**src/include/conv_pkg.sv**
```systemverilog
// Behaviour
// - Primary selector: three pairs plus shorted test
// - Auxiliary selector: three pins or temperature sensor
// - No valid result until settling after switch
// - Range field picks one of eight spans
// - Auxiliary converter keeps one fixed range
// - Unipolar bit changes only the output coding
// - Unipolar: straight binary, zero gives zeros
// - Bipolar: offset binary, zero gives midscale
// - One bit switches both burnout currents together
// - Burnout currents follow the selected input pair
// - Excitation sources separate or combined on one pin
// - Eight-bit decimation word sets update rate
package conv_pkg;
    // ==========================================================
    // Register offsets (byte addresses)
    localparam logic [7:0] OFS_PRI_CFG = 8'h00;
    localparam logic [7:0] OFS_AUX_CFG = 8'h04;
    localparam logic [7:0] OFS_CUR_CTL = 8'h08;
    localparam logic [7:0] OFS_DEC_WORD = 8'h0C;
    localparam logic [7:0] OFS_STATUS = 8'h10;
    localparam logic [7:0] OFS_PRI_DATA = 8'h14;
    localparam logic [7:0] OFS_AUX_DATA = 8'h18;
    // ==========================================================
    // Field positions
    localparam int CHAN_LSB = 0;
    localparam int RANGE_LSB = 2;
    localparam int UNI_BIT = 5;
    localparam int EXC_A_BIT = 0;
    localparam int EXC_B_BIT = 1;
    localparam int ROUTE_LSB = 2;
    localparam int BURNOUT_BIT = 6;
    // ==========================================================
    // Reset values
    localparam logic [7:0] PRI_CFG_RST = 8'h00;
    localparam logic [7:0] AUX_CFG_RST = 8'h00;
    localparam logic [7:0] CUR_CTL_RST = 8'h00;
    localparam logic [7:0] DEC_WORD_RST = 8'h45;
    // ==========================================================
    // Primary channel codes and pin numbers
    localparam logic [1:0] PRI_CH_12 = 2'h0;
    localparam logic [1:0] PRI_CH_34 = 2'h1;
    localparam logic [1:0] PRI_CH_32 = 2'h2;
    localparam logic [1:0] PRI_CH_22 = 2'h3;
    localparam logic [2:0] PIN_1 = 3'h1;
    localparam logic [2:0] PIN_2 = 3'h2;
    localparam logic [2:0] PIN_3 = 3'h3;
    localparam logic [2:0] PIN_4 = 3'h4;
    localparam logic [1:0] AUX_CH_TEMP = 2'h3;
    localparam logic [2:0] AUX_FIXED_RANGE = 3'h0;
    // ==========================================================
    // Excitation routing codes
    localparam logic [1:0] ROUTE_SPLIT = 2'h0;
    localparam logic [1:0] ROUTE_PIN1 = 2'h1;
    localparam logic [1:0] ROUTE_PIN2 = 2'h2;
    // Modulator clocks per decimation step
    localparam int DEC_UNIT = 16;
endpackage

```
**src/include/conv_if.sv**
```systemverilog
`timescale 1ns/1ps
interface conv_if #(parameter int W = 24);
    logic [1:0] chan;
    logic [2:0] gain;
    logic uni;
    logic [7:0] dec;
    logic [W-1:0] raw;
    logic [W-1:0] code;
    logic done;
    logic settling;
    logic [1:0] act_chan;
    logic [2:0] act_gain;
    logic act_uni;
    // Register side drives settings and raw samples
    modport ctl (output chan, gain, uni, dec, raw,
        input code, done, settling, act_chan, act_gain, act_uni);
    // Sequencer side returns coded results and active settings
    modport conv (input chan, gain, uni, dec, raw,
        output code, done, settling, act_chan, act_gain, act_uni);
endinterface

```
**src/rtl/conv_seq.sv**
```systemverilog
`timescale 1ns/1ps
module conv_seq #(
    parameter int W = 24,
    parameter int UNIT = conv_pkg::DEC_UNIT,
    parameter bit HAS_GAIN = 1'b1
) (
    input wire logic clk,
    input wire logic rst_n,
    conv_if.conv cif
);
    typedef enum logic {ST_START, ST_RUN} seq_t;
    localparam logic [15:0] UNIT_W = 16'(UNIT);
    seq_t st_ff;
    logic [15:0] cnt_ff;
    logic [15:0] period_ff;
    logic [1:0] chan_ff;
    logic [2:0] gain_ff;
    logic uni_ff;
    logic first_ff;
    logic discard_ff;
    logic [W-1:0] raw_ff;
    logic [W-1:0] code_ff;
    logic done_ff;
    logic [1:0] ends_ff;
    logic conv_end;
    logic [7:0] nxt_dec;

    // Result coding from signed filter output
    function automatic logic [W-1:0] code_of(input logic [W-1:0] r, input logic u);
        logic [W-1:0] c;
        c = r;
        if (!u)
        begin
            c[W-1] = ~r[W-1];
        end
        else if (r[W-1])
        begin
            c = '0;
        end
        else
        begin
            c = {r[W-2:0], &r[W-2:0]};
        end
        return c;
    endfunction

    assign conv_end = (st_ff == ST_RUN) && (cnt_ff == period_ff - 16'h0001);
    assign nxt_dec = (cif.dec == 8'h00) ? 8'h01 : cif.dec;

    // Conversion sequencer: latch settings at start, count period
    always_ff @(posedge clk or negedge rst_n)
    begin
        if (!rst_n)
        begin
            st_ff <= ST_START;
            cnt_ff <= 16'h0000;
            period_ff <= 16'h0001;
            chan_ff <= 2'h0;
            gain_ff <= 3'h0;
            uni_ff <= 1'b0;
            first_ff <= 1'b1;
            discard_ff <= 1'b1;
        end
        else
        begin
            case (st_ff)
                ST_START:
                begin
                    chan_ff <= cif.chan;
                    gain_ff <= HAS_GAIN ? cif.gain : conv_pkg::AUX_FIXED_RANGE;
                    uni_ff <= cif.uni;
                    period_ff <= {8'h00, nxt_dec} * UNIT_W;
                    discard_ff <= first_ff || (cif.chan != chan_ff);
                    first_ff <= 1'b0;
                    cnt_ff <= 16'h0000;
                    st_ff <= ST_RUN;
                end
                default:
                begin
                    cnt_ff <= cnt_ff + 16'h0001;
                    if (conv_end)
                    begin
                        st_ff <= ST_START;
                    end
                end
            endcase
        end
    end

    // Result capture; first conversion after a switch is dropped
    always_ff @(posedge clk or negedge rst_n)
    begin
        if (!rst_n)
        begin
            raw_ff <= '0;
            code_ff <= '0;
            done_ff <= 1'b0;
        end
        else
        begin
            done_ff <= conv_end && !discard_ff;
            if (conv_end && !discard_ff)
            begin
                raw_ff <= cif.raw;
                code_ff <= code_of(cif.raw, uni_ff);
            end
        end
    end

    assign cif.code = code_ff;
    assign cif.done = done_ff;
    assign cif.settling = discard_ff;
    assign cif.act_chan = chan_ff;
    assign cif.act_gain = gain_ff;
    assign cif.act_uni = uni_ff;

    // Helper: conversions ended since last channel switch
    always_ff @(posedge clk or negedge rst_n)
    begin
        if (!rst_n)
            ends_ff <= 2'h0;
        else if (st_ff == ST_START && (first_ff || cif.chan != chan_ff))
            ends_ff <= 2'h0;
        else if (conv_end && ends_ff != 2'h3)
            ends_ff <= ends_ff + 2'h1;
    end

    property p_settle;
        @(posedge clk) disable iff (!rst_n) done_ff |-> ends_ff >= 2'h2;
    endproperty
    a_settle: assert property (p_settle) else $error("Result before settling");

    property p_hold;
        @(posedge clk) disable iff (!rst_n)
            (st_ff == ST_RUN) |=> $stable(chan_ff) && $stable(gain_ff) && $stable(uni_ff);
    endproperty
    a_hold: assert property (p_hold) else $error("Settings changed mid conversion");

    property p_unipolar;
        @(posedge clk) disable iff (!rst_n)
            done_ff && uni_ff && raw_ff[W-1] |-> code_ff == '0;
    endproperty
    a_unipolar: assert property (p_unipolar) else $error("Unipolar floor wrong");

    property p_bipolar;
        @(posedge clk) disable iff (!rst_n)
            done_ff && !uni_ff |-> code_ff[W-1] == !raw_ff[W-1] && code_ff[W-2:0] == raw_ff[W-2:0];
    endproperty
    a_bipolar: assert property (p_bipolar) else $error("Offset binary wrong");

    property p_period;
        @(posedge clk) disable iff (!rst_n)
            (st_ff == ST_START) |=> period_ff == {8'h00, $past(nxt_dec)} * UNIT_W;
    endproperty
    a_period: assert property (p_period) else $error("Period not from decimation word");
endmodule

```
**src/rtl/conv_ctrl.sv**
```systemverilog
`timescale 1ns/1ps
module conv_ctrl #(
    parameter int PW = 24,
    parameter int AW = 16,
    parameter int UNIT = conv_pkg::DEC_UNIT
) (
    input wire logic CLK,
    input wire logic RST_N,
    input wire logic HSEL,
    input wire logic [31:0] HADDR,
    input wire logic [1:0] HTRANS,
    input wire logic HWRITE,
    input wire logic [2:0] HSIZE,
    input wire logic [31:0] HWDATA,
    input wire logic HREADY,
    output logic [31:0] HRDATA,
    output logic HREADYOUT,
    output logic HRESP,
    input wire logic [PW-1:0] PRI_RAW,
    input wire logic [AW-1:0] AUX_RAW,
    output logic [2:0] PRI_POS_PIN,
    output logic [2:0] PRI_NEG_PIN,
    output logic [2:0] PRI_GAIN,
    output logic [1:0] AUX_SRC,
    output logic AUX_TEMP_SEL,
    output logic BURNOUT_SRC_EN,
    output logic BURNOUT_SINK_EN,
    output logic [2:0] BURNOUT_POS_PIN,
    output logic [2:0] BURNOUT_NEG_PIN,
    output logic EXC_A_PIN1,
    output logic EXC_A_PIN2,
    output logic EXC_B_PIN1,
    output logic EXC_B_PIN2,
    output logic PRI_DONE,
    output logic AUX_DONE
);
    // ==========================================================
    // Declarations
    logic [7:0] pri_cfg_ff;
    logic [7:0] aux_cfg_ff;
    logic [7:0] cur_ctl_ff;
    logic [7:0] dec_word_ff;
    logic pri_rdy_ff;
    logic aux_rdy_ff;
    logic wr_ff;
    logic [7:0] addr_ff;
    logic [31:0] rdata_ff;
    logic acc;
    logic rd_acc;
    logic rd_pri;
    logic rd_aux;
    logic [1:0] route;

    conv_if #(.W(PW)) pri_if ();
    conv_if #(.W(AW)) aux_if ();

    // Positive pin of a primary channel code
    function automatic logic [2:0] pos_pin(input logic [1:0] ch);
        logic [2:0] p;
        p = conv_pkg::PIN_1;
        case (ch)
            conv_pkg::PRI_CH_12: p = conv_pkg::PIN_1;
            conv_pkg::PRI_CH_34: p = conv_pkg::PIN_3;
            conv_pkg::PRI_CH_32: p = conv_pkg::PIN_3;
            default: p = conv_pkg::PIN_2;
        endcase
        return p;
    endfunction

    // Negative pin of a primary channel code
    function automatic logic [2:0] neg_pin(input logic [1:0] ch);
        logic [2:0] p;
        p = conv_pkg::PIN_2;
        case (ch)
            conv_pkg::PRI_CH_12: p = conv_pkg::PIN_2;
            conv_pkg::PRI_CH_34: p = conv_pkg::PIN_4;
            conv_pkg::PRI_CH_32: p = conv_pkg::PIN_2;
            default: p = conv_pkg::PIN_2;
        endcase
        return p;
    endfunction

    // ==========================================================
    // Bus slave: zero wait states, always OKAY
    assign acc = HSEL && HTRANS[1] && HREADY;
    assign rd_acc = acc && !HWRITE;
    assign rd_pri = rd_acc && (HADDR[7:0] == conv_pkg::OFS_PRI_DATA);
    assign rd_aux = rd_acc && (HADDR[7:0] == conv_pkg::OFS_AUX_DATA);
    assign HREADYOUT = 1'b1;
    assign HRESP = 1'b0;
    assign HRDATA = rdata_ff;

    // Address phase capture
    always_ff @(posedge CLK or negedge RST_N)
    begin
        if (!RST_N)
        begin
            wr_ff <= 1'b0;
            addr_ff <= 8'h00;
        end
        else
        begin
            wr_ff <= acc && HWRITE;
            if (acc)
            begin
                addr_ff <= HADDR[7:0];
            end
        end
    end

    // Read data registered at the address phase
    always_ff @(posedge CLK or negedge RST_N)
    begin
        if (!RST_N)
            rdata_ff <= 32'h0000_0000;
        else if (rd_acc)
        begin
            if (HADDR[7:0] == conv_pkg::OFS_PRI_CFG)
                rdata_ff <= {24'h00_0000, pri_cfg_ff};
            else if (HADDR[7:0] == conv_pkg::OFS_AUX_CFG)
                rdata_ff <= {24'h00_0000, aux_cfg_ff};
            else if (HADDR[7:0] == conv_pkg::OFS_CUR_CTL)
                rdata_ff <= {24'h00_0000, cur_ctl_ff};
            else if (HADDR[7:0] == conv_pkg::OFS_DEC_WORD)
                rdata_ff <= {24'h00_0000, dec_word_ff};
            else if (HADDR[7:0] == conv_pkg::OFS_STATUS)
                rdata_ff <= {28'h000_0000, aux_if.settling, pri_if.settling,
                    aux_rdy_ff, pri_rdy_ff};
            else if (HADDR[7:0] == conv_pkg::OFS_PRI_DATA)
                rdata_ff <= 32'(pri_if.code);
            else if (HADDR[7:0] == conv_pkg::OFS_AUX_DATA)
                rdata_ff <= 32'(aux_if.code);
            else
                rdata_ff <= 32'h0000_0000;
        end
    end

    // Configuration writes in the data phase
    always_ff @(posedge CLK or negedge RST_N)
    begin
        if (!RST_N)
        begin
            pri_cfg_ff <= conv_pkg::PRI_CFG_RST;
            aux_cfg_ff <= conv_pkg::AUX_CFG_RST;
            cur_ctl_ff <= conv_pkg::CUR_CTL_RST;
            dec_word_ff <= conv_pkg::DEC_WORD_RST;
        end
        else if (wr_ff)
        begin
            if (addr_ff == conv_pkg::OFS_PRI_CFG)
                pri_cfg_ff <= HWDATA[7:0] & 8'h3F;
            else if (addr_ff == conv_pkg::OFS_AUX_CFG)
                aux_cfg_ff <= HWDATA[7:0] & 8'h23; // No range bits
            else if (addr_ff == conv_pkg::OFS_CUR_CTL)
                cur_ctl_ff <= HWDATA[7:0] & 8'h4F;
            else if (addr_ff == conv_pkg::OFS_DEC_WORD)
                dec_word_ff <= HWDATA[7:0];
        end
    end

    // Ready flags: a new result wins over a clearing read
    always_ff @(posedge CLK or negedge RST_N)
    begin
        if (!RST_N)
        begin
            pri_rdy_ff <= 1'b0;
            aux_rdy_ff <= 1'b0;
        end
        else
        begin
            if (pri_if.done)
                pri_rdy_ff <= 1'b1;
            else if (rd_pri)
                pri_rdy_ff <= 1'b0;
            if (aux_if.done)
                aux_rdy_ff <= 1'b1;
            else if (rd_aux)
                aux_rdy_ff <= 1'b0;
        end
    end

    // ==========================================================
    // Converter sequencers
    assign pri_if.chan = pri_cfg_ff[conv_pkg::CHAN_LSB +: 2];
    assign pri_if.gain = pri_cfg_ff[conv_pkg::RANGE_LSB +: 3];
    assign pri_if.uni = pri_cfg_ff[conv_pkg::UNI_BIT];
    assign pri_if.dec = dec_word_ff;
    assign pri_if.raw = PRI_RAW;
    assign aux_if.chan = aux_cfg_ff[conv_pkg::CHAN_LSB +: 2];
    assign aux_if.gain = conv_pkg::AUX_FIXED_RANGE;
    assign aux_if.uni = aux_cfg_ff[conv_pkg::UNI_BIT];
    assign aux_if.dec = dec_word_ff;
    assign aux_if.raw = AUX_RAW;

    conv_seq #(.W(PW), .UNIT(UNIT), .HAS_GAIN(1'b1)) u_pri (
        .clk(CLK),
        .rst_n(RST_N),
        .cif(pri_if.conv)
    );

    conv_seq #(.W(AW), .UNIT(UNIT), .HAS_GAIN(1'b0)) u_aux (
        .clk(CLK),
        .rst_n(RST_N),
        .cif(aux_if.conv)
    );

    // ==========================================================
    // Analog front end controls, from active settings; burnout enables straight from the current control register
    assign route = cur_ctl_ff[conv_pkg::ROUTE_LSB +: 2];

    always_ff @(posedge CLK or negedge RST_N)
    begin
        if (!RST_N)
        begin
            PRI_POS_PIN <= conv_pkg::PIN_1;
            PRI_NEG_PIN <= conv_pkg::PIN_2;
            PRI_GAIN <= 3'h0;
            AUX_SRC <= 2'h0;
            AUX_TEMP_SEL <= 1'b0;
            BURNOUT_SRC_EN <= 1'b0;
            BURNOUT_SINK_EN <= 1'b0;
            BURNOUT_POS_PIN <= conv_pkg::PIN_1;
            BURNOUT_NEG_PIN <= conv_pkg::PIN_2;
            PRI_DONE <= 1'b0;
            AUX_DONE <= 1'b0;
        end
        else
        begin
            PRI_POS_PIN <= pos_pin(pri_if.act_chan);
            PRI_NEG_PIN <= neg_pin(pri_if.act_chan);
            PRI_GAIN <= pri_if.act_gain;
            AUX_SRC <= aux_if.act_chan;
            AUX_TEMP_SEL <= (aux_if.act_chan == conv_pkg::AUX_CH_TEMP);
            BURNOUT_SRC_EN <= cur_ctl_ff[conv_pkg::BURNOUT_BIT];
            BURNOUT_SINK_EN <= cur_ctl_ff[conv_pkg::BURNOUT_BIT];
            BURNOUT_POS_PIN <= pos_pin(pri_if.act_chan);
            BURNOUT_NEG_PIN <= neg_pin(pri_if.act_chan);
            PRI_DONE <= pri_if.done;
            AUX_DONE <= aux_if.done;
        end
    end

    // Excitation routing: split or both onto one pin
    always_ff @(posedge CLK or negedge RST_N)
    begin
        if (!RST_N)
        begin
            EXC_A_PIN1 <= 1'b0;
            EXC_A_PIN2 <= 1'b0;
            EXC_B_PIN1 <= 1'b0;
            EXC_B_PIN2 <= 1'b0;
        end
        else
        begin
            EXC_A_PIN1 <= cur_ctl_ff[conv_pkg::EXC_A_BIT]
                && (route != conv_pkg::ROUTE_PIN2);
            EXC_A_PIN2 <= cur_ctl_ff[conv_pkg::EXC_A_BIT]
                && (route == conv_pkg::ROUTE_PIN2);
            EXC_B_PIN1 <= cur_ctl_ff[conv_pkg::EXC_B_BIT]
                && (route == conv_pkg::ROUTE_PIN1);
            EXC_B_PIN2 <= cur_ctl_ff[conv_pkg::EXC_B_BIT]
                && (route != conv_pkg::ROUTE_PIN1);
        end
    end

    // ==========================================================
    // Checks on the front end controls
    property p_burnout_pair;
        @(posedge CLK) disable iff (!RST_N) BURNOUT_SRC_EN == BURNOUT_SINK_EN;
    endproperty
    a_burnout_pair: assert property (p_burnout_pair) else $error("Burnout halves differ");

    property p_burnout_route;
        @(posedge CLK) disable iff (!RST_N)
            BURNOUT_SRC_EN |-> BURNOUT_POS_PIN == PRI_POS_PIN && BURNOUT_NEG_PIN == PRI_NEG_PIN;
    endproperty
    a_burnout_route: assert property (p_burnout_route) else $error("Burnout off pair");

    property p_exc_combine;
        @(posedge CLK) disable iff (!RST_N)
            route == conv_pkg::ROUTE_PIN1 && cur_ctl_ff[1:0] == 2'h3 && $stable(cur_ctl_ff)
            |=> EXC_A_PIN1 && EXC_B_PIN1 && !EXC_A_PIN2 && !EXC_B_PIN2;
    endproperty
    a_exc_combine: assert property (p_exc_combine) else $error("Sources not combined");

    // Primary pair is always one of the three pairings or the shorted test
    property p_pri_pair;
        @(posedge CLK) disable iff (!RST_N)
            (PRI_POS_PIN == conv_pkg::PIN_1 && PRI_NEG_PIN == conv_pkg::PIN_2)
            || (PRI_POS_PIN == conv_pkg::PIN_3 && PRI_NEG_PIN == conv_pkg::PIN_4)
            || (PRI_POS_PIN == conv_pkg::PIN_3 && PRI_NEG_PIN == conv_pkg::PIN_2)
            || (PRI_POS_PIN == conv_pkg::PIN_2 && PRI_NEG_PIN == conv_pkg::PIN_2);
    endproperty
    a_pri_pair: assert property (p_pri_pair) else $error("Primary pair not legal");

    // Auxiliary converter never leaves its single range
    property p_aux_range;
        @(posedge CLK) disable iff (!RST_N) aux_if.act_gain == conv_pkg::AUX_FIXED_RANGE;
    endproperty
    a_aux_range: assert property (p_aux_range) else $error("Auxiliary range not fixed");

    // Each excitation source feeds at most one pin
    property p_exc_single;
        @(posedge CLK) disable iff (!RST_N)
            !(EXC_A_PIN1 && EXC_A_PIN2) && !(EXC_B_PIN1 && EXC_B_PIN2);
    endproperty
    a_exc_single: assert property (p_exc_single) else $error("Source on two pins");
endmodule

```
**config.mk**
```make
export PLATFORM = sky130hd
export DESIGN_NAME = conv_ctrl
export DESIGN_NICKNAME = d
export VERILOG_FILES = /design/src/include/conv_pkg.sv /design/src/include/conv_if.sv /design/src/rtl/conv_seq.sv /design/src/rtl/conv_ctrl.sv
export SDC_FILE = /design/constraint.sdc
export NUM_CORES = 1
export LEC_CHECK = 0
export CAP_MARGIN = 25
export CORE_MARGIN = 3
export CORE_UTILIZATION = 64
export CTS_CLUSTER_SIZE = 20
export DETAILED_ROUTE_END_ITERATION = 8
export DONT_BUFFER_PORTS = 1
export PLACE_DENSITY_LB_ADDON = 0.12
export SLEW_MARGIN = 20
export SYNTH_ARGS = -nofsm -noshare
export SYNTH_HDL_FRONTEND = slang
export SYNTH_SLANG_ARGS = --single-unit
```
**constraint.sdc**
```tcl
create_clock -name CLK -period 3.05 [get_ports CLK]
set_input_delay 0.305 -clock CLK [delete_from_list [all_inputs] [get_ports CLK]]
set_output_delay 0.305 -clock CLK [all_outputs]
set_load 0.01 [all_outputs]
```
# After elaboration in Yosys (flattened, before gate mapping)
# Cells that the tools add are included.
# classes
n_addsub	4
n_eq_ne	20
muxes	26
bitwise_logic	5
reduce_logical	32
# ops
cell	n
two-way mux 24 bit	5
two-way mux 16 bit	4
two-way mux 32 bit	2
adder 16 x 1 -> 16 bit, second input constant	2
equality test 16 bit	2
equality test 8 x 4 -> 1 bit, second input constant	4
subtractor 12 x 1 -> 13 bit, second input constant	2
equality test 8 x 5 -> 1 bit, second input constant	3
logical NOT 8 bit	3
two-way mux 23 bit	1
AND reduction 23 bit	1
equality test 8 x 3 -> 1 bit, second input constant	2
two-way mux 15 bit	1
AND reduction 15 bit	1
logical AND 1 bit	14
two-way mux 1 bit	10
two-way mux 8 bit	1
equality test 2 bit, second input constant	3
NOT 1 bit	5
AND reduction 5 bit	1
equality test 2 x 1 -> 1 bit, second input constant	2
!= test 2 bit	2
case mux 2 bit (2 select lines)	1
AND reduction 4 bit	1
10 further kinds	14
# totals
regBits	191
out_inout_bits	60
word_cells	127

# Longest topological paths before layout
# Gate-level depths: netlist of the first run.
# logic_depth
depth_word	8
depth_mapped	10
ltp_nobuf	8

# By module
# A second synthesis of the first run with hierarchy kept.
# unflattened
hier_cells	849
area_unflattened_um2	9102.5
# by_module_without_submodules
mod	instances	cells_per_inst	area_each_um2	seq_area_each_um2
conv_ctrl	1	300	3379.5	1858.0
conv_seq at u_pri	1	296	3146.8	1453.9
conv_seq at u_aux	1	253	2576.2	1178.6

# Worst setup path after synthesis of the first run
# No wires, ideal clock.
# synth_path
path_type	flip-flop to flip-flop
startpoint	reg u_pri.period_ff[6]
endpoint	reg u_pri.code_ff[14], in the netlist u_pri.cif.code[14]
arrival_ps	2655
required_time_ps	2925
setup_slack_ps	270
stages_incl_launch_ff	8
path_buffers	1
path_cell_list	dfrtp_1 > or4_1 > or3_1 > a221oi_1 > o221ai_1 > nor3_2 > buf_4 > mux2_2
# synth_between
elab_chain_cells	4
# synth_lines
item	line_no	source
start, declared	conv_seq.sv:15	logic [15:0] period_ff;
start signal, assigned	conv_seq.sv:72	period_ff <= {8'h00, nxt_dec} * UNIT_W;
subtractor 12 x 1 -> 13 bit	conv_seq.sv:47	assign conv_end = (st_ff == ST_RUN) && (cnt_ff == period_ff - 16'h0001);
equality test 16 bit	conv_seq.sv:47	
logical AND 1 bit	conv_seq.sv:47	
logical AND 1 bit	conv_seq.sv:102	if (conv_end && !discard_ff)
end signal, assigned	conv_seq.sv:105	code_ff <= code_of(cif.raw, uni_ff);
end, declared	conv_seq.sv:22	logic [W-1:0] code_ff;
# No other way between the ends.
# A chain may end at the register's enable or synchronous reset.

# Worst setup path in the final report of the first run
# layout_path
startpoint	reg u_aux.period_ff[0]
endpoint	reg u_aux.code_ff[15], in the netlist u_aux.cif.code[15]
# layout_between
elab_chain_cells	4
# layout_lines
item	line_no
start, declared	conv_seq.sv:15
start signal, assigned	conv_seq.sv:72
subtractor 12 x 1 -> 13 bit	conv_seq.sv:47
equality test 16 bit	conv_seq.sv:47
logical AND 1 bit	conv_seq.sv:47
logical AND 1 bit	conv_seq.sv:102
end signal, assigned	conv_seq.sv:105
end, declared	conv_seq.sv:22
# No other way between the ends.

==> metrics.md, run 1 <==
| Metric | Value |
|---|---|
| Reg2Reg Setup Slack | 0.12 ns |
| Top FF cell, synth | dfrtp_1 |
| Crit end category | flop |
| Hold WS | -0.429 ns |
| CP required | 3.36 ns |
| Vias in the first global route | 5,955 |
| Status | finished, violations left |
| DRC violations left | 0 |
| Pwr Total | 0.00535 W |
| Clock sinks | 179 |
| Setup crit start kind | flop |
| Worst-Margin Slew | 0.945 ns |
| Seq pwr share | 0.512 |
| Design area | 9420 um2 |
| CTS Buf Count | 17 |
| DRT Pass-1 Iters | 5 |
| Die area | 15,100 um2 |
| Initial antenna violation count | 0 |
| Number of synthesized register bits | 179 |
| GP Congestion | 0.907 |
| Unique masters post-synth | 61 |
| Seq/Total Area, Yosys | 0.514 |
| Filler cell count in the final layout | 968 |
| Synth Area per Inst | 10.7 um2 |
| Final setup vio count | 0 |
| Period utilisation layout | 0.960 |
| Share of cells above drive strength 1 | 0.184 |
| Clock latency on the worst-skew pair | 0.43 ns |
| Row count | 42 |
| TritonCTS clock tree | done |
| I/O Pins | 174 |
| Leak | 4.32 nW |
| Core area | 13,300 um2 |
| Layout Nets | 930 |
| Wire per inst | 18.6 um |
| Synth top area cells | dfrtp_1, mux2_2, nand2_1 |
| Final Hold Vio Count | 179 |
| CP arrival | 3.24 ns |
| Sw Ratio | 0.239 |
| Die width | 123 um |
| Min Tclk post-route | 2.93 ns |
| Hpwl dp | 13,100 um |
| Area Growth Syn to Fin | 7.85% |
| Synth top area share | 0.487 |
| Slew Limit Fails | 0 |
| Clock root buffer | clkbuf_16 |
| Non-filler instance count after layout | 1,000 |
| Headroom to the max-slew limit | 0.361 |
| Post-CTS Setup Inserts | 0 |
| Yosys warns | 0 |
| Final Skew | 0.0114 ns |
| Routed vias | 6,012 |
| Antenna-violating nets left | 0 |
| Post-synth ARST share | 1.00 |
| Path type of the worst setup path | reg2reg |
| Commonest non-fill, non-tap cells in the layout | dfrtp_1, nand2_1, mux2_2, o21ai_0, inv_1 |
| Synthesized instance count | 820 |
| HP Class | in2async |
| Clock transition at path regs | 0.06 ns |
| Worst-path maximum fanout | 16 |
| Achievable clock frequency | 342 MHz |
| Largest net degree at the start of global routing | 180 |
| Chip height | 123 um |
| Post-synth top area cell | dfrtp_1 |
| Max-cap violations | 0 |
| RSZ-0062 raised after global routing | false |
| Cell Int Power | 0.00408 W |
| Max VDD drop | 0.000386 V |
| Routed vias/inst | 6.01 |
| TNS Setup | 0 ns |
| DR iter-0 viols | 518 |
| ANT cells | 0 |
| Commonest non-fill, non-tap cell in the layout | dfrtp_1 |
| Mapped Area | 8740 um2 |
| Routed WL | 18,600 um |
| First-pass GRT wire length | 30,000 um |
| Power per cell area | 568 nW/um2 |
| GR Overflow Total | 0 |
| Failing checks | hold timing |
| IO buf count | 0 |
| Psw | 0.00128 W |
| CTS H-tree depth | 4 |
| Post-synth EDFFs | 0 |
| Area of placed instances | 8800 um2 |
| Comb power frac | 0.079 |
| Inst Count DP | 967 |
| Initial Utilization | 0.657 |
| GRT Util Overall | 0.259 |
| Clock power frac | 0.409 |
| CTS Buffer Depth | 2 |
through the flow:
step | worst slack, ns | util
detailed placement | 0.114 | 0.662
global route | 0.0245 | 0.709
global placement | 0.141 | 0.662
floorplan | 0.270 | -
finish | 0.123 | 0.709
CTS | 0.0850 | 0.707
cell usage after synthesis, types with 21 or more instances:
cell	number
o21ai_0	56
nand2_1	95
xnor2_1	21
clkbuf_1	26
buf_4	21
nor2_1	23
nand3_1	22
and2_1	27
mux2_2	82
inv_1	51
dfrtp_1	170
critical path, stage by stage, from the launching register on:
cell and delay (ns):
dfstp_2 0.41, or4_4 0.57, or4_4 0.46, mux2i_1 0.15
a32oi_1 0.09, or4_1 0.60, buf_6 0.21, mux2_4 0.31
per-layer routing:
| metal | track usage | up-vias | wire length [um] |
|---|---|---|---|
| met1 | 0.344 | 2980 | 7880 |
| met3 | 0.0737 | 36 | 1160 |
| met2 | 0.408 | 187 | 9240 |
| li1 | - | 2809 | - |
| met4 | 0.0924 | 0 | 334 |
| met5 | 0 | - | 0 |
state kept, by name, indices dropped and copies added, names as in the netlist, 5 cells and up:
signal,flops
u_aux.period_ff,9
addr_ff,8
cur_ctl_ff,5
u_pri.cnt_ff,16
u_aux.cif.code,16
u_aux.cnt_ff,16
u_pri.cif.code,24
u_pri.period_ff,9
pri_cfg_ff,6
HRDATA,24
aux_if.dec,8
path summary, 6_finish.rpt:
kind	start	endpoint	cells past startpoint
worst min-delay path	RST_N	u_aux.cnt_ff[3]	0
worst min register to register	u_pri.cif.act_gain[2]	PRI_GAIN[2]	0
min in group CLK	HADDR[6]	addr_ff[6]	1
worst max-delay path	u_aux.period_ff[0]	u_aux.cif.code[15]	7
worst max register to register	u_aux.period_ff[0]	u_aux.cif.code[15]	7
max in group asynchronous	RST_N	u_pri.cif.settling	0
power by group through the flow:
stage          registers, W  logic, W  clock network, W
5_1_grt             0.00277  0.000476           0.00231
3_5_place_dp        0.00278  0.000420                 0
6_report            0.00274  0.000423           0.00219
4_1_cts             0.00274  0.000425           0.00221
2_1_floorplan       0.00272  0.000378                 0
3_3_place_gp        0.00277  0.000398                 0
cells by family after synthesis:
logic type	after synthesis	synth area share
AOI/OAI and AO/OA	127	0.0904
adders and majority gates	4	0.00573
muxes	104	0.137
other	2	0.000860
and+or+nand+nor	261	0.154
xor gates and xnor gates	39	0.0423
buffers and inverters	104	0.0564
DFF	179	0.514
layout make-up:
cell class,instances,area [um2],area share
clock buffers,22,474,0.0503
multi-input cells,549,3800,0.403
well taps,176,220,0.0234
repair buffers,14,126,0.0134
flip-flops and latches,179,4490,0.477
clock inverters,9,119,0.0126
inverters,51,191,0.0203
what timing repair did:
item                                    CTS  global route
endpoints found under the setup margin    0            14
gates resized for setup                   0             1
endpoints found under the hold margin   180           180
hold buffers                              1             1
Power figures use the tool's default switching activity.
==> inputs of run 2 (changes only) <==
Settings changed: CORE_ASPECT_RATIO set to 0.7, PLACE_DENSITY set to 0.86, PLACE_DENSITY_LB_ADDON 0.12 to not set.
Clock period 3.05 ns to 3.2 ns, I/O delays scaled along.
==> metrics.md, run 2 (synthesis results as in run 1) <==
| Metric | Value |
|---|---|
| Hpwl dp | 14,200 um |
| Hold WS | -0.430 ns |
| Share of cells above drive strength 1 | 0.187 |
| Setup crit start kind | flop |
| Inst Count DP | 975 |
| DR iter-0 viols | 882 |
| Max-cap violations | 0 |
| DRC violations left | 0 |
| Commonest non-fill, non-tap cell in the layout | dfrtp_1 |
| Final Skew | 0.0138 ns |
| DRT Pass-1 Iters | 6 |
| Pwr Total | 0.00504 W |
| CP Cell Sequence | or4_1 > or3_1 > a221oi_1 > o221ai_1 > nor3_4 > buf_12 > mux2_2 |
| CTS H-tree depth | 4 |
| CTS Buffer Depth | 2 |
| Reg area | 4490 um2 |
| Min Tclk post-route | 3.00 ns |
| Routed vias | 6,259 |
| Worst-Margin Slew | 0.873 ns |
| Setup slack at placement | 0.299 ns |
| Layout Nets | 928 |
| CP required | 3.51 ns |
| Slew Limit Fails | 0 |
| GRT met2 Usage | 0.425 |
| Area Growth Syn to Fin | 7.49% |
| CP arrival | 3.31 ns |
| Area of the multi-input gates | 3800 um2 |
| Vias in the first global route | 6,357 |
| Slowest cell on crit path | or4_1 |
| GP Congestion | 0.968 |
| Initial antenna violation count | 1 |
| Initial Utilization | 0.658 |
| TritonCTS clock tree | done |
| Largest net degree at the start of global routing | 180 |
| Core area | 13,300 um2 |
| Achievable clock frequency | 334 MHz |
| Chip height | 104 um |
| CP top delay family | simple AND/OR/NAND/NOR gates |
| Post-cts resize count | 0 |
| GRT Util Overall | 0.276 |
| HP Class | in2async |
| TNS Setup | 0 ns |
| Critical Path Start | u_pri.period_ff[6] |
| CP peak stage delay | 0.64 ns |
| Post-CTS Setup Inserts | 0 |
| Clock root buffer | clkbuf_16 |
| Commonest non-fill, non-tap cells in the layout | dfrtp_1, nand2_1, mux2_2, o21ai_0, inv_1 |
| Row count | 35 |
| Period utilisation layout | 0.936 |
| WP buf/inv | 1 |
| Die width | 146 um |
| Most Used Layer, Global Route | met2 |
| Worst reg2reg path startpoint | u_pri.period_ff[6] |
| Design area | 9390 um2 |
| Wire per inst | 20.4 um |
| Status | finished, violations left |
| Routed WL | 20,600 um |
| Area of placed instances | 8810 um2 |
| Non-filler instance count after layout | 1,008 |
| Antenna-violating nets left | 0 |
| GR Overflow Total | 0 |
| Final Hold Vio Count | 179 |
| Die area | 15,100 um2 |
| ANT cells | 0 |
| Final setup vio count | 0 |
| I/O Pins | 174 |
| Global routing usage on met1 | 0.378 |
| Clock latency on the worst-skew pair | 0.44 ns |
| CTS Buf Count | 17 |
| First-pass GRT wire length | 33,500 um |
| IO buf count | 0 |
| Met3 global-route usage | 0.0975 |
| Filler cell count in the final layout | 889 |
| Max VDD drop | 0.000480 V |
| Clock sinks | 179 |
| Routed vias/inst | 6.21 |
| Crit end category | flop |
| Failing checks | hold timing |
| Power per cell area | 537 nW/um2 |
| Path type of the worst setup path | reg2reg |
| Leak | 4.30 nW |
| Worst-path maximum fanout | 24 |
| Headroom to the max-slew limit | 0.414 |
| Clock transition at path regs | 0.08 ns |
| Final setup margin | 0.204 ns |
| RSZ-0062 raised after global routing | false |
run 2: area by class of cell:
type	instances	area share
clock inverter	15	0.0151
inverter	51	0.0204
multi-input combinational	549	0.405
timing repair buffer	12	0.0113
sequential	179	0.478
clock buffer	17	0.0453
tap	185	0.0247
run 2: routing by layer:
layer / vias up / wire, um
met3: 54 / 2030
met4: 0 / 452
li1: 2816 / -
met1: 3083 / 8510
met2: 306 / 9580
met5: - / 0
run 2: worst register-to-register path, stage by stage (launching register included):
cell,delay [ns]
dfrtp_1,0.45
or4_1,0.64
or3_1,0.37
a221oi_1,0.30
o221ai_1,0.30
nor3_4,0.23
buf_12,0.21
mux2_2,0.37
run 2: per-stage QoR:
stage               hold WS [ns]  utilization
finish                    -0.430        0.708
global route              -0.446        0.708
CTS                       -0.436        0.707
detailed placement        0.0272        0.664
global placement          0.0289        0.664
floorplan                 0.0244            -
run 2: path summary, 6_finish.rpt:
| check | end | slack (ns) | cells past startpoint |
|---|---|---|---|
| worst max-delay path | u_pri.cif.code[2] | 0.20 | 7 |
| worst min-delay path | HRDATA[16] | -0.43 | 0 |
| worst max register to register | u_pri.cif.code[2] | 0.20 | 7 |
| worst min register to register | PRI_GAIN[2] | 0.38 | 0 |
| max in group asynchronous | aux_if.dec[0] | 3.26 | 0 |
| min in group CLK | wr_ff | 0.03 | 2 |
run 2: power by group:
group / switching [W] / total [W] / internal (W)
clock: 0.000971 / 0.00201 / 0.00103
combinational: 0.000172 / 0.000411 / 0.000239
sequential: 0.000200 / 0.00262 / 0.00242
total: 0.00134 / 0.00504 / 0.00370
==> inputs of run 3 (changes only) <==
Settings changed: ABC_AREA set to 1.
==> metrics.md, run 3 <==
| Metric | Value |
|---|---|
| Status | finished, violations left |
| Failing checks | hold timing |
| Final Hold Vio Count | 179 |
| TNS Setup | 0 ns |
| Vias in the first global route | 7,106 |
| CP required | 3.52 ns |
| Worst Reg-to-Reg Cells | 14 |
| Layout Nets | 1,303 |
| Worst-Margin Slew | 0.995 ns |
| Most frequent cell after synthesis | nand2_1 |
| Post-cts resize count | 0 |
| Hold WS | -0.431 ns |
| Post-synth EDFFs | 0 |
| Number of synthesized register bits | 179 |
| Mapped Area | 9340 um2 |
| Area Growth Syn to Fin | 6.41% |
| CP arrival | 2.96 ns |
| Clock latency on the worst-skew pair | 0.44 ns |
| List of most frequent post-synthesis cells | nand2_1, inv_1, dfrtp_1, o21ai_0, nor2_1 |
| RSZ-0062 raised after global routing | false |
| Worst setup path endpoint | u_pri.cif.code[11] |
| Hpwl dp | 15,400 um |
| Share of cells above drive strength 1 | 0.0684 |
| Commonest non-fill, non-tap cells in the layout | nand2_1, inv_1, dfrtp_1, o21ai_0, nor2_1 |
| Post-synth ARST share | 1.00 |
| CTS Buf Count | 17 |
| Post-CTS Setup Inserts | 0 |
| Synth top area share | 0.455 |
| Antenna-violating nets left | 0 |
| Routed WL | 22,200 um |
| Commonest non-fill, non-tap cell in the layout | nand2_1 |
| DRC violations left | 0 |
| HP Class | in2async |
| Clock transition at path regs | 0.08 ns |
| Die area | 16,100 um2 |
| Seq/Total Area, Yosys | 0.481 |
| TritonCTS clock tree | done |
| Synth top area cells | dfrtp_1, nand2_1, inv_1 |
| CTS H-tree depth | 4 |
| Power per cell area | 471 nW/um2 |
| DRT Pass-1 Iters | 6 |
| CTS Buffer Depth | 2 |
| Row count | 36 |
| Reg-to-Reg End | u_pri.cif.code[11] |
| Headroom to the max-slew limit | 0.336 |
| Clock root buffer | clkbuf_16 |
| Clock sinks | 179 |
| Period utilisation layout | 0.823 |
| Post-synth top area cell | dfrtp_1 |
| GR Overflow Total | 0 |
| Final Skew | 0.0101 ns |
| IO buf count | 0 |
| Unique masters post-synth | 49 |
| Achievable clock frequency | 380 MHz |
| Max VDD drop | 0.000462 V |
| First-pass GRT wire length | 35,800 um |
| ANT cells | 0 |
| Reg2Reg Setup Slack | 0.57 ns |
| I/O Pins | 174 |
| Min Tclk post-route | 2.63 ns |
| Top FF cell, synth | dfrtp_1 |
| Routed vias | 7,939 |
| DR iter-0 viols | 924 |
| GP Congestion | 0.927 |
| Yosys warns | 0 |
| Chip height | 107 um |
| Initial Utilization | 0.663 |
| Synthesized instance count | 1,202 |
| Die width | 150 um |
| Leak | 5.30 nW |
| Synth Area per Inst | 7.77 um2 |
| Setup crit start kind | flop |
| Core area | 14,100 um2 |
| Max-cap violations | 0 |
| Worst-path maximum fanout | 24 |
| Worst reg2reg path startpoint | u_pri.period_ff[0] |
| Final setup vio count | 0 |
| Largest net degree at the start of global routing | 180 |
| Core Util, Final | 0.705 |
| Crit end category | flop |
| Wire per inst | 16.0 um |
| CTS Hold Buffers Added | 1 |
| GRT Util Overall | 0.281 |
| Routed vias/inst | 5.72 |
| Initial antenna violation count | 0 |
| Critical Path Start | u_pri.period_ff[0] |
| Slew Limit Fails | 0 |
| Path type of the worst setup path | reg2reg |
run 3: cell count changes after synthesis, moves of 11 or more:
cell,delta
xnor2_1,-19
a21oi_1,+17
nor2_1,+58
inv_1,+130
o22ai_1,+30
mux2i_1,-12
mux2_2,-82
nand2_1,+238
nand4_1,+44
o21ai_0,+41
a22oi_1,-12
and2_1,-27
nand3_1,+31
xor2_1,-11
run 3: worst max-delay path: stages, from the launching register on:
cell     delay (ns)
dfstp_2        0.55
inv_2          0.11
ha_1           0.33
nand2_1        0.07
nand2_1        0.04
nor2_1         0.12
nand2_1        0.07
inv_1          0.05
nand3_1        0.07
nor2_1         0.09
nand3_1        0.17
nor2_1         0.24
nand4_4        0.35
nand2_1        0.17
nand2_1        0.08
run 3: worst min path at each step:
| stage | endpoint | start | slack [ns] | cells past startpoint |
|---|---|---|---|---|
| 6_report | PRI_GAIN[0] | RST_N | -0.43 | 0 |
| 5_1_grt | PRI_GAIN[0] | RST_N | -0.43 | 0 |
| 4_1_cts | PRI_GAIN[0] | RST_N | -0.43 | 0 |
| 3_5_place_dp | PRI_GAIN[0] | RST_N | 0.03 | 0 |
| 3_3_place_gp | u_pri.cnt_ff[4] | RST_N | 0.04 | 0 |
| 2_1_floorplan | AUX_DONE | RST_N | 0.02 | 0 |
run 3: logic make-up after synthesis:
family | synth area share
other cells | 0.000804
buf+inv | 0.113
simple gates | 0.279
xor+xnor | 0.0108
fa+ha+maj | 0.00536
compound gates | 0.111
flops | 0.481
run 3: layer usage:
| layer | GRT usage | vias up | share of wire |
|---|---|---|---|
| met3 | 0.0608 | 40 | 0.10 |
| met1 | 0.426 | 3678 | 0.45 |
| met4 | 0.0777 | 0 | 0.018 |
| li1 | - | 3819 | - |
| met5 | 0 | - | 0 |
| met2 | 0.408 | 402 | 0.44 |
run 3: where the power goes:
part           leakage, nW  internal (W)  switching, W
Sequential            2.01       0.00234     0.0000816
Clock                0.289       0.00105       0.00101
Combinational         3.00     0.0000672      0.000133
Total                 5.30       0.00345       0.00123
run 3: area by class of cell:
type                            instances  area, um2
Timing Repair Buffer                   10       77.6
Multi-Input combinational cell        790       3850
Inverter                              187        702
Sequential cell                       179       4490
Clock buffer                           17        425
Fill cell                            1071       4160
Tap cell                              190        238
Clock inverter                         15        164
run 3: stage by stage:
step / area [um2] / setup slack, ns / instances / hold WS (ns) / total power [W]
2_1_floorplan: 9390 / 0.961 / 1214 / 0.0244 / 0.00260
3_3_place_gp: 9340 / 0.710 / 1355 / 0.0357 / 0.00264
3_5_place_dp: 9340 / 0.613 / 1355 / 0.0327 / 0.00266
4_1_cts: 9940 / 0.587 / 1388 / -0.429 / 0.00468
5_1_grt: 9940 / 0.354 / 1388 / -0.433 / 0.00483
6_report: 9940 / 0.567 / 1388 / -0.431 / 0.00468
